## config.mk

```make
export PLATFORM = sky130hd
export DESIGN_NAME = scr_config_regs
export DESIGN_NICKNAME = d
export VERILOG_FILES = /design/src/hdl/scr_pkg.sv /design/src/hdl/scr_config_regs.sv
export SDC_FILE = /design/constraint.sdc
export NUM_CORES = 1
export LEC_CHECK = 0
export ABC_AREA = 1
export BUFFER_PORTS_ARGS = -buffer_cell sky130_fd_sc_hd__buf_2
export CELL_PAD_IN_SITES_DETAIL_PLACEMENT = 1
export CELL_PAD_IN_SITES_GLOBAL_PLACEMENT = 2
export CORE_UTILIZATION = 25
export DETAILED_ROUTE_END_ITERATION = 7
export GPL_TIMING_DRIVEN = 0
export PLACE_DENSITY = 0.62
export RECOVER_POWER = 25
export SLEW_MARGIN = 20
export SYNTH_ARGS = -nofsm -noshare
export SYNTH_HDL_FRONTEND = slang
export SYNTH_SLANG_ARGS = --single-unit
```

## constraint.sdc

```tcl
create_clock -name clk_sys_in -period 3.3 [get_ports clk_sys_in]
set_input_delay 0.495 -clock clk_sys_in [delete_from_list [all_inputs] [get_ports clk_sys_in]]
set_output_delay 0.495 -clock clk_sys_in [all_outputs]
set_load 0.005 [all_outputs]
```

## src/hdl/scr_pkg.sv

```systemverilog
// Shared constants and types for the serializer configuration register bank.
// Assumes a control-channel front end that turns I2C or UART frames into
// single byte accesses, and strap pins already resolved to three levels.
`default_nettype none

package scr_pkg;

	// Register offsets within the configuration window.
	localparam logic [7:0] ADDR_OWN       = 8'h00;
	localparam logic [7:0] ADDR_PARTNER   = 8'h01;
	localparam logic [7:0] ADDR_SPREAD    = 8'h02;
	localparam logic [7:0] ADDR_CALIB     = 8'h03;
	localparam logic [7:0] ADDR_LINK      = 8'h04;
	localparam logic [7:0] ADDR_LOCK_LAST = 8'h1F;
	localparam int unsigned REG_COUNT     = 5;

	// Power-up values before strap-dependent bits are merged in.
	localparam logic [7:0] RST_OWN         = 8'h80;
	localparam logic [7:0] RST_PARTNER     = 8'h90;
	localparam logic [7:0] RST_SPREAD_BASE = 8'h1F;
	localparam logic [7:0] RST_CALIB       = 8'h00;
	localparam logic [7:0] RST_LINK_BASE   = 8'h07;
	localparam logic [7:0] RST_ZERO        = 8'h00;

	// Field positions.
	localparam int unsigned BIT_LOCK       = 0;
	localparam int unsigned BIT_RESERVED   = 0;
	localparam int unsigned BIT_SPREAD_LSB = 5;
	localparam int unsigned BIT_AUDIO      = 4;
	localparam int unsigned BIT_LINK_EN    = 7;
	localparam int unsigned BIT_CFG_LINK   = 6;
	localparam int unsigned BIT_PATTERN    = 5;
	localparam int unsigned BIT_SLEEP      = 4;
	localparam int unsigned BIT_REVERSE    = 1;
	localparam int unsigned BIT_FORWARD    = 0;

	// Control interface type value that selects the UART channel.
	localparam logic [1:0] INTF_UART = 2'h1;

	// Three-level strap encoding, two bits per pin.
	localparam logic [1:0] LVL_LOW  = 2'h0;
	localparam logic [1:0] LVL_HIGH = 2'h1;
	localparam logic [1:0] LVL_OPEN = 2'h2;

	// Bank load sequencing.
	typedef enum logic [0:0] {SCR_ST_LOAD, SCR_ST_RUN} scr_state_t;

	// One byte access from the control channel.
	typedef struct packed {
		logic       valid;
		logic       write;
		logic [7:0] addr;
		logic [7:0] wdata;
	} scr_access_t;

	// Decoded configuration handed to the rest of the serializer.
	typedef struct packed {
		logic [6:0] own_address_field;
		logic [6:0] partner_address_field;
		logic [2:0] spread_setting;
		logic       audio_channel_enable;
		logic [1:0] pixel_clock_range;
		logic [1:0] serial_rate_range;
		logic [1:0] modulation_rate_calibration;
		logic [5:0] sawtooth_divider;
		logic       serial_link_enable;
		logic       configuration_link_enable;
		logic       pattern_test_enable;
		logic       sleep;
		logic [1:0] control_interface_type;
		logic       reverse_channel_enable;
		logic       forward_channel_enable;
	} scr_config_t;

endpackage

`default_nettype wire

```

## src/hdl/scr_config_regs.sv

```systemverilog
// Configuration register bank, offsets 0x00 to 0x04, of the serializer.
// Assumes accesses arrive already decoded from the control channel and
// that every input is synchronous to clk_sys_in.
//
// Functional notes
// - Register accesses are accepted only while the control channel is in base mode.
// - Offset 0x00 holds own address, offset 0x01 the paired deserializer address.
// - Own address powers up as 0x80, upper seven bits 1000000.
// - With the lock bit clear, offsets 0x00 to 0x04 are writable; 0x05 to 0x1F read as zero and drop writes.
// - Partner address powers up as 1001000 with reserved low bit, 0x90.
// - Spread field bits 7:5 default 00X, low bit from straps 1:0.
// - Pixel clock range defaults to 11, automatic detection.
// - Serial rate range defaults to 11, automatic detection.
// - Modulation rate calibration defaults to 00, calibrate once after lock.
// - Sawtooth divider defaults to 000000, automatic calibration.
// - Serial link enable default follows strap 2 at power-up.
// - Configuration link enable resets to 0.
// - Pattern test enable resets to 0.
// - Sleep default follows the direction pin and straps 3:2.
// - Interface type defaults 01; UART when select 0, direction 1, role 0.
// - Reverse channel enable, bit 1 of offset 0x04, resets to 1.
// - Forward channel enable, bit 0 of offset 0x04, resets to 1.
// - Bypass mode carries a user UART protocol, not device register framing.
// - UART control protocol is full duplex, I2C only half duplex.
// - Straps are sampled at power-up and on every exit from power-down.
`timescale 1ns/1ps
`default_nettype none

module scr_config_regs #(
	parameter int unsigned STRAP_PINS = 4	// Three-level strap pins.
) (
	input  wire logic                 clk_sys_in,              // 200 MHz.
	input  wire logic                 rst_n_in,                // Async reset.
	input  wire logic                 power_down_n_in,         // Low: down.
	input  wire logic [7:0]           strap_inputs_in,         // 2 bits/pin.
	input  wire logic                 control_direction_pin_in,// Direction.
	input  wire logic                 role_select_pin_in,      // Role pin.
	input  wire logic                 control_interface_select_in, // 0: UART.
	input  wire logic                 base_mode_in,            // 1: base.
	input  wire scr_pkg::scr_access_t access_in,               // Access.
	output var  logic                 ready_out,               // Bank loaded.
	output var  logic                 done_out,                // Taken pulse.
	output var  logic [7:0]           rd_data_out,             // Read data.
	output var  scr_pkg::scr_config_t config_out,              // Fields.
	output var  logic                 full_duplex_out          // UART duplex.
);

	// The strap vector is fixed at two bits for each of four pins.
	initial
	begin
		if (STRAP_PINS != 4)
			$error("scr_config_regs serves exactly four strap pins.");
	end

	// A strap counts as set unless it is tied low; open counts as set.
	function automatic logic strap_set(input logic [1:0] level);
		return level != scr_pkg::LVL_LOW;
	endfunction

	scr_pkg::scr_state_t state;
	logic [7:0]          bank [0:scr_pkg::REG_COUNT-1];
	logic                take;
	logic                locked;
	logic                in_window;
	logic                strap_spread;
	logic                strap_link;
	logic                strap_sleep;
	logic [7:0]          next_rd_data;

	// Strap decode. Straps 1:0 pick the spread bit, strap 2 the link.
	// Sleep is taken only when the direction pin is high and the link
	// strap leaves the serial link off, so a remote controller wakes it.
	assign strap_spread = strap_set(strap_inputs_in[1:0])
		| strap_set(strap_inputs_in[3:2]);
	assign strap_link   = strap_set(strap_inputs_in[5:4]);
	assign strap_sleep  = control_direction_pin_in
		& ~strap_set(strap_inputs_in[7:6]) & ~strap_link;

	// Only base-mode traffic on a loaded bank reaches the registers; in
	// bypass the channel carries user frames that must never decode here.
	assign take      = access_in.valid && state == scr_pkg::SCR_ST_RUN
		&& base_mode_in;
	assign locked    = bank[0][scr_pkg::BIT_LOCK];
	assign in_window = access_in.addr <= scr_pkg::ADDR_LOCK_LAST;

	// Load sequencing. Power-down drops back to the load state so that the
	// straps are sampled again when the device resumes.
	always_ff @(posedge clk_sys_in or negedge rst_n_in)
	begin
		if (!rst_n_in)
			state <= scr_pkg::SCR_ST_LOAD;
		else if (!power_down_n_in)
			state <= scr_pkg::SCR_ST_LOAD;
		else
		begin
			case (state)
				scr_pkg::SCR_ST_LOAD: state <= scr_pkg::SCR_ST_RUN;
				scr_pkg::SCR_ST_RUN:  state <= scr_pkg::SCR_ST_RUN;
				default:              state <= scr_pkg::SCR_ST_LOAD;
			endcase
		end
	end

	// Register storage. Reset loads constants only; the strap-dependent
	// bits are merged in by the clocked load state after release.
	always_ff @(posedge clk_sys_in or negedge rst_n_in)
	begin
		if (!rst_n_in)
		begin
			bank[0] <= scr_pkg::RST_OWN;
			bank[1] <= scr_pkg::RST_PARTNER;
			bank[2] <= scr_pkg::RST_SPREAD_BASE;
			bank[3] <= scr_pkg::RST_CALIB;
			bank[4] <= scr_pkg::RST_LINK_BASE;
		end
		else if (state == scr_pkg::SCR_ST_LOAD)
		begin
			bank[0] <= scr_pkg::RST_OWN;
			bank[1] <= scr_pkg::RST_PARTNER;
			bank[2] <= scr_pkg::RST_SPREAD_BASE;
			bank[2][scr_pkg::BIT_SPREAD_LSB] <= strap_spread;
			bank[3] <= scr_pkg::RST_CALIB;
			bank[4] <= scr_pkg::RST_LINK_BASE;
			bank[4][scr_pkg::BIT_LINK_EN] <= strap_link;
			bank[4][scr_pkg::BIT_SLEEP]   <= strap_sleep;
		end
		else if (take && access_in.write && !locked && in_window)
		begin
			case (access_in.addr)
				scr_pkg::ADDR_OWN:     bank[0] <= access_in.wdata;
				scr_pkg::ADDR_PARTNER: bank[1] <= access_in.wdata;
				scr_pkg::ADDR_SPREAD:  bank[2] <= access_in.wdata;
				scr_pkg::ADDR_CALIB:   bank[3] <= access_in.wdata;
				scr_pkg::ADDR_LINK:    bank[4] <= access_in.wdata;
				default:               bank[0] <= bank[0];
			endcase
		end
	end

	// Read mux. The reserved low bit of the partner address reads as zero;
	// offsets above 0x04 belong to other blocks and read as zero here.
	always_comb
	begin
		next_rd_data = scr_pkg::RST_ZERO;
		case (access_in.addr)
			scr_pkg::ADDR_OWN:     next_rd_data = bank[0];
			scr_pkg::ADDR_PARTNER: next_rd_data = {bank[1][7:1], 1'b0};
			scr_pkg::ADDR_SPREAD:  next_rd_data = bank[2];
			scr_pkg::ADDR_CALIB:   next_rd_data = bank[3];
			scr_pkg::ADDR_LINK:    next_rd_data = bank[4];
			default:               next_rd_data = scr_pkg::RST_ZERO;
		endcase
	end

	// Answer path: one pulse for every taken access, data held until the
	// next read so a slow UART front end may pick it up late.
	always_ff @(posedge clk_sys_in or negedge rst_n_in)
	begin
		if (!rst_n_in)
		begin
			done_out    <= 1'b0;
			rd_data_out <= scr_pkg::RST_ZERO;
		end
		else
		begin
			done_out <= take;
			if (take && !access_in.write)
				rd_data_out <= next_rd_data;
		end
	end

	// Ready flag, registered so accesses wait for a loaded bank.
	always_ff @(posedge clk_sys_in or negedge rst_n_in)
	begin
		if (!rst_n_in)
			ready_out <= 1'b0;
		else
			ready_out <= power_down_n_in
				&& state == scr_pkg::SCR_ST_RUN;
	end

	// Field outputs, one cycle behind the bank. The lag is harmless since
	// the consumers are slow link controls, and it keeps outputs on flops.
	always_ff @(posedge clk_sys_in or negedge rst_n_in)
	begin
		if (!rst_n_in)
			config_out <= '0;
		else
		begin
			config_out.own_address_field           <= bank[0][7:1];
			config_out.partner_address_field       <= bank[1][7:1];
			config_out.spread_setting              <= bank[2][7:5];
			config_out.audio_channel_enable        <= bank[2][scr_pkg::BIT_AUDIO];
			config_out.pixel_clock_range           <= bank[2][3:2];
			config_out.serial_rate_range           <= bank[2][1:0];
			config_out.modulation_rate_calibration <= bank[3][7:6];
			config_out.sawtooth_divider            <= bank[3][5:0];
			config_out.serial_link_enable <= bank[4][scr_pkg::BIT_LINK_EN];
			config_out.configuration_link_enable
				<= bank[4][scr_pkg::BIT_CFG_LINK];
			config_out.pattern_test_enable <= bank[4][scr_pkg::BIT_PATTERN];
			config_out.sleep               <= bank[4][scr_pkg::BIT_SLEEP];
			config_out.control_interface_type <= bank[4][3:2];
			config_out.reverse_channel_enable <= bank[4][scr_pkg::BIT_REVERSE];
			config_out.forward_channel_enable <= bank[4][scr_pkg::BIT_FORWARD];
		end
	end

	// The local channel runs UART, and so full duplex, only for the pin
	// combination below; any other case is I2C and half duplex.
	always_ff @(posedge clk_sys_in or negedge rst_n_in)
	begin
		if (!rst_n_in)
			full_duplex_out <= 1'b0;
		else
			full_duplex_out <= bank[4][3:2] == scr_pkg::INTF_UART
				&& !control_interface_select_in
				&& control_direction_pin_in
				&& !role_select_pin_in;
	end
endmodule // scr_config_regs

`default_nettype wire

```

Yosys cells after proc, flatten, opt, wreduce, memory -nomap -nowiden:

Index checks and enable logic that the tools add are counted.

* order comparisons: 1
* eq/ne operators: 11
* muxes and demuxes: 9
* bitwise logic cells: 5
* reduce and logical (&&, ||, !) cells: 24

Operator list (count)
* $mux 40: 2
* $mux 8: 5
* $pmux 8 s5: 1
* $eq 8x2->1 const B: 2
* $ne 2x1->1 const B: 6
* $logic_and 1x1->1: 10
* $reduce_and 2->1: 5
* $eq 8x1->1 const B: 1
* $eq 8x3->1 const B: 1
* $le 8x5->1 const B: 1
* $logic_not 8->1: 1
* $reduce_bool 2->1: 4
* $logic_not 1->1: 4
* $and 1x1->1: 2
* $eq 2x1->1 const B: 1
* $not 1->1: 2
* $mux 1: 1
* $or 1x1->1: 1

* register bits: 90
* bits of input ports: 33
* output and inout port bits: 49
* word-level logic and storage cells: 75

Longest topological paths before layout:

* depth after elaboration: 7
* gate-level depth with buffers: 9
* depth with buffers taken out: 8

Worst setup path before layout:

OpenSTA, ideal clock, no wires.

* path type: input to register
* start point: input port access_in[15] (netlist name)
* end point: register bank[38] (netlist name)
* library setup time: 119 ps
* data arrival time: 1307 ps
* data required time: 3181 ps
* setup slack: 1874 ps
* stages: 7
* buffers on the path: 1
* cell sequence: nor2_4 -> nand2_4 -> nor2_4 -> nand2_4 -> buf_6 -> nand3_1 -> o21ai_2

* word-level cells in the longest chain between the ends: 4
* elaborated cells on any way between the ends: 6
* classes of those cells: order compare: 1; eq/ne: 2; reduce/logical: 3

RTL lines
* start: declaration: RTL line scr_config_regs.sv:40 `input wire scr_pkg::scr_access_t access_in,`
* $le 8x5->1: RTL line scr_config_regs.sv:84 `assign in_window = access_in.addr <= scr_pkg::ADDR_LOCK_LAST;`
* $logic_and 1x1->1: RTL line scr_config_regs.sv:127 `else if (take && access_in.write && !locked && in_window)`
* $ne 2x1->1 (no line)
* $reduce_and 2->1 (no line) (*)
* end signal: indexed assignment: RTL line scr_config_regs.sv:121 `bank[2][scr_pkg::BIT_SPREAD_LSB] <= strap_spread;`
* end signal: indexed assignment: RTL line scr_config_regs.sv:124 `bank[4][scr_pkg::BIT_LINK_EN] <= strap_link;`
* end signal: indexed assignment: RTL line scr_config_regs.sv:125 `bank[4][scr_pkg::BIT_SLEEP] <= strap_sleep;`
* end: declaration: RTL line scr_config_regs.sv:61 `logic [7:0] bank [0:scr_pkg::REG_COUNT-1];`

Mark *: on every way between the ends. The rest lies on a longest branch, timed or not.
A chain may end at the register's enable or synchronous reset.

Worst setup path in the final report:

* start point: register state
* end point: register rd_data_out[6]

* word-level cells in the longest chain between the ends: 3

RTL lines
* start: declaration: RTL line scr_config_regs.sv:60 `scr_pkg::scr_state_t state;`
* start signal: assignment: RTL line scr_config_regs.sv:91 `state <= scr_pkg::SCR_ST_LOAD;`
* start signal: assignment: RTL line scr_config_regs.sv:93 `state <= scr_pkg::SCR_ST_LOAD;`
* start signal: assignment: RTL line scr_config_regs.sv:97 `scr_pkg::SCR_ST_LOAD: state <= scr_pkg::SCR_ST_RUN;`
* $logic_and 1x1->1: RTL line scr_config_regs.sv:81 `assign take = access_in.valid && state == scr_pkg::SCR_ST_RUN`
* $logic_and 1x1->1: RTL line scr_config_regs.sv:82 `&& base_mode_in;`
* $logic_and 1x1->1: RTL line scr_config_regs.sv:167 `if (take && !access_in.write)`
* end signal: assignment: RTL line scr_config_regs.sv:162 `rd_data_out <= scr_pkg::RST_ZERO;`
* end signal: assignment: RTL line scr_config_regs.sv:168 `rd_data_out <= next_rd_data;`
* end: declaration: RTL line scr_config_regs.sv:43 `output var logic [7:0] rd_data_out,`

No other way between the ends.

==> impl_metrics.csv <==
group,metric,value,unit
run_status,status,"complete, but fails checks",
run_status,violations,"max-capacitance violations, max-slew violations",
logic_synthesis,synth_area_leaders,"dfrtp_1 55%, dfstp_2 8.1%, nand2_1 7.8%",
clock_network,postCtsSetupRepairBufs,0,
logic_synthesis,synth_seq_cells,89,
detailed_routing,wl_per_cell,17.0,um
clock_network,cts_tree,"built",
floorplan,die_width,122,um
timing,max_slew_margin,-6.95,%
floorplan,core_area,13900,um2
clock_network,hold_buffers,0,
worst_setup_path,crit_type,"reg2reg",
logic_synthesis,ys_types,29,
clock_network,ctsResizeCount,0,
floorplan,die_h,122,um
global_routing,grt_pass1_vias,2920,
global_routing,track_usage,15.9,%
worst_setup_path,r2r_setup_slack,1580,ps
logic_synthesis,ys_warn_count,0,
logic_synthesis,synth_fp_nets,386,
logic_synthesis,ys.flop_type,"dfrtp_1",
cells_and_area,final_nets,479,
global_routing,antenna_found_initial,0,
placed_design,dp_hpwl,7.89,mm
logic_synthesis,synthCells,353,
floorplan,start_util,25.7,%
timing,setup_tns,0,ps
cells_and_area,fillers,1624,
logic_synthesis,synth-edff-count,0,
floorplan,die_area,14800,um2
detailed_routing,ant_nets,0,
power,finalPower,2.37,mW
cells_and_area,regArea,2240,um2
power,p_per_area,524,nW/um2
placed_design,gp_congestion,0.742,
worst_setup_path,worst-path-max-fanout,10,
detailed_routing,drt_iter0_markers,122,
placed_design,place_area,4240,um2
logic_synthesis,syn_area_per_cell,10.1,um2
worst_setup_path,start_kind,"register",
worst_setup_path,rr_endpoint,"rd_data_out[6]",
timing,skew,8.65,ps
timing,min_period_over_period,52.2,%
global_routing,overflow,0,
detailed_routing,avgViaCountPerCell,4.40,
clock_network,htreeDepth,3,
clock_network,clk_latency,350,ps
timing,setup_viol,0,
power,leakagePower,2.29,nW
logic_synthesis,synth_top_area_share,54.5,%
clock_network,cts-root-buf,"clkbuf_16",
job,max_cap_viol_count,1,
worst_setup_path,end_kind,"register",
cells_and_area,final_area,4530,um2
global_routing,grt_max_degree,64,
cells_and_area,fin_cells,631,
global_routing,grt_pass1_wl,16.8,mm
timing,hold_viol_final,0,
logic_synthesis,synth.most_common_cell,"dfrtp_1",
logic_synthesis,synth_common_cells,"78 x dfrtp_1, 74 x nand2_1, 51 x nand3_1",
logic_synthesis,synth_area,3580,um2
timing,rsz0062_at_grt,"false",
detailed_routing,drc_errors,0,
worst_setup_path,r2r_start,"state",
logic_synthesis,ys_async_sr_fraction,100,%
clock_network,clkSlewWorstSetupHoldPaths,60,ps
min_path,hold_start,"power_down_n_in",
detailed_routing,drt_wl_total,10.7,mm
worst_setup_path,cp.required,3530,ps
detailed_routing,firstDrtPassIters,4,
detailed_routing,vias,2777,
floorplan,ios,82,
clock_network,max-clock-path-buffers,2,
cells_and_area,antenna_cells,0,
timing,min_period,1720,ps
floorplan,num_rows,43,
timing,fmax,580,MHz
worst_setup_path,cp.arrival,1960,ps
cells_and_area,final_layout_size_suffix_gt1_share,33.9,%
min_path,holdPathStages,1,
logic_synthesis,ys_seq_area_share,62.6,%
worst_setup_path,r2r_cells,5,
timing,worst_slew_pin_slew,1600,ps
cells_and_area,area.growth.synth_to_final,26.5,%
logic_synthesis,synth_top_area_cell,"dfrtp_1",
min_path,min_path_type,"in2reg",
timing,slew_violations,27,
cells_and_area,multi_input_area,1220,um2
placed_design,io_buffers,81,
min_path,worstHoldEndpoint,"state",
power,peakVddDrop,0.000215,V
clock_network,clock_sinks,89,
clock_network,cts_buffers,9,
placed_design,dp_cells,615,
==> metrics by stage <==
step	util, %	hold slack, ps	setup slack (ps)
finish	32.5	286	1580
global route	32.5	291	1440
CTS	32.5	4.90	1520
detailed placement	30.4	379	1280
global placement	30.2	395	840
floorplan	-	199	1870
==> metal layers <==
metal  GRT usage, %  part of all wire, %  wire length (um)
met5              0                    0                 0
met3           2.72                  3.1               328
met4           7.33                  2.3               245
met1           20.8                   46              4990
met2           25.6                   48              5180
==> power breakdown <==
group	internal [mW]	switching (mW)
sequential	1.14	0.0290
clock	0.571	0.432
combinational	0.0743	0.125
==> state kept, by name, indices dropped and copies added, names as in the netlist <==
register         flops
bank                39
config_out          38
rd_data_out          8
done_out             1
full_duplex_out      1
ready_out            1
state                1
==> critical path: stages (launching register included) <==
cell and delay, ps:
dfrtp_1 360, nand3_2 160, nor2_2 510, inv_1 290, a21oi_1 210, a21oi_1 90
==> cell type report <==
type                       count  area share (%)
sequential                    89            49.5
multi-input combinational    242            27.0
timing repair buffer          82            9.51
clock buffer                  12            5.89
tap                          180            4.98
buffer                         9            1.38
inverter                      13            1.19
clock inverter                 4           0.580
==> placed cells by master, fill, tap and decap left out <==
cell type / netlist / routed
o21a_1: 1 / 1
o21ai_0: 1 / 1
clkbuf_1: 1 / 3
nor2_2: 6 / 6
buf_2: 2 / 81
a21oi_1: 15 / 15
nor2_1: 48 / 48
clkinv_4: 1 / 2
clkinvlp_4: 0 / 1
dfstp_2: 11 / 9
clkbuf_16: 0 / 9
nor4_1: 1 / 1
clkinv_2: 0 / 2
nor2_4: 5 / 5
nor2_8: 2 / 2
nand2_1: 74 / 74
nand3_2: 1 / 1
buf_16: 0 / 1
clkbuf_8: 0 / 3
buf_6: 2 / 2
nand2_2: 7 / 7
or2_2: 3 / 3
o21ai_2: 8 / 8
nand2_4: 4 / 4
nor3_1: 2 / 2
dfstp_1: 0 / 2
or2_0: 1 / 1
nand4_4: 1 / 1
buf_4: 3 / 3
buf_1: 1 / 1
o21ai_1: 11 / 11
dfrtp_1: 78 / 78
inv_2: 3 / 3
nand3_1: 51 / 51
inv_1: 9 / 9
==> worst max path at each step <==
stage,slack [ps],cells past startpoint,startpoint,endpoint
floorplan,1870,7,access_in[15],bank[38]
global placement,840,1,rst_n_in,config_out[4]
detailed placement,1280,6,base_mode_in,rd_data_out[6]
CTS,1520,5,state,rd_data_out[6]
global route,1440,5,state,rd_data_out[6]
finish,1580,5,state,rd_data_out[6]
==> kinds of logic after synthesis <==
family	after synthesis	synth area share, %
compound gates	36	5.94
flops	89	62.6
simple gates	206	28.2
buf+inv	22	3.25
(Power assumes the default switching activity.)
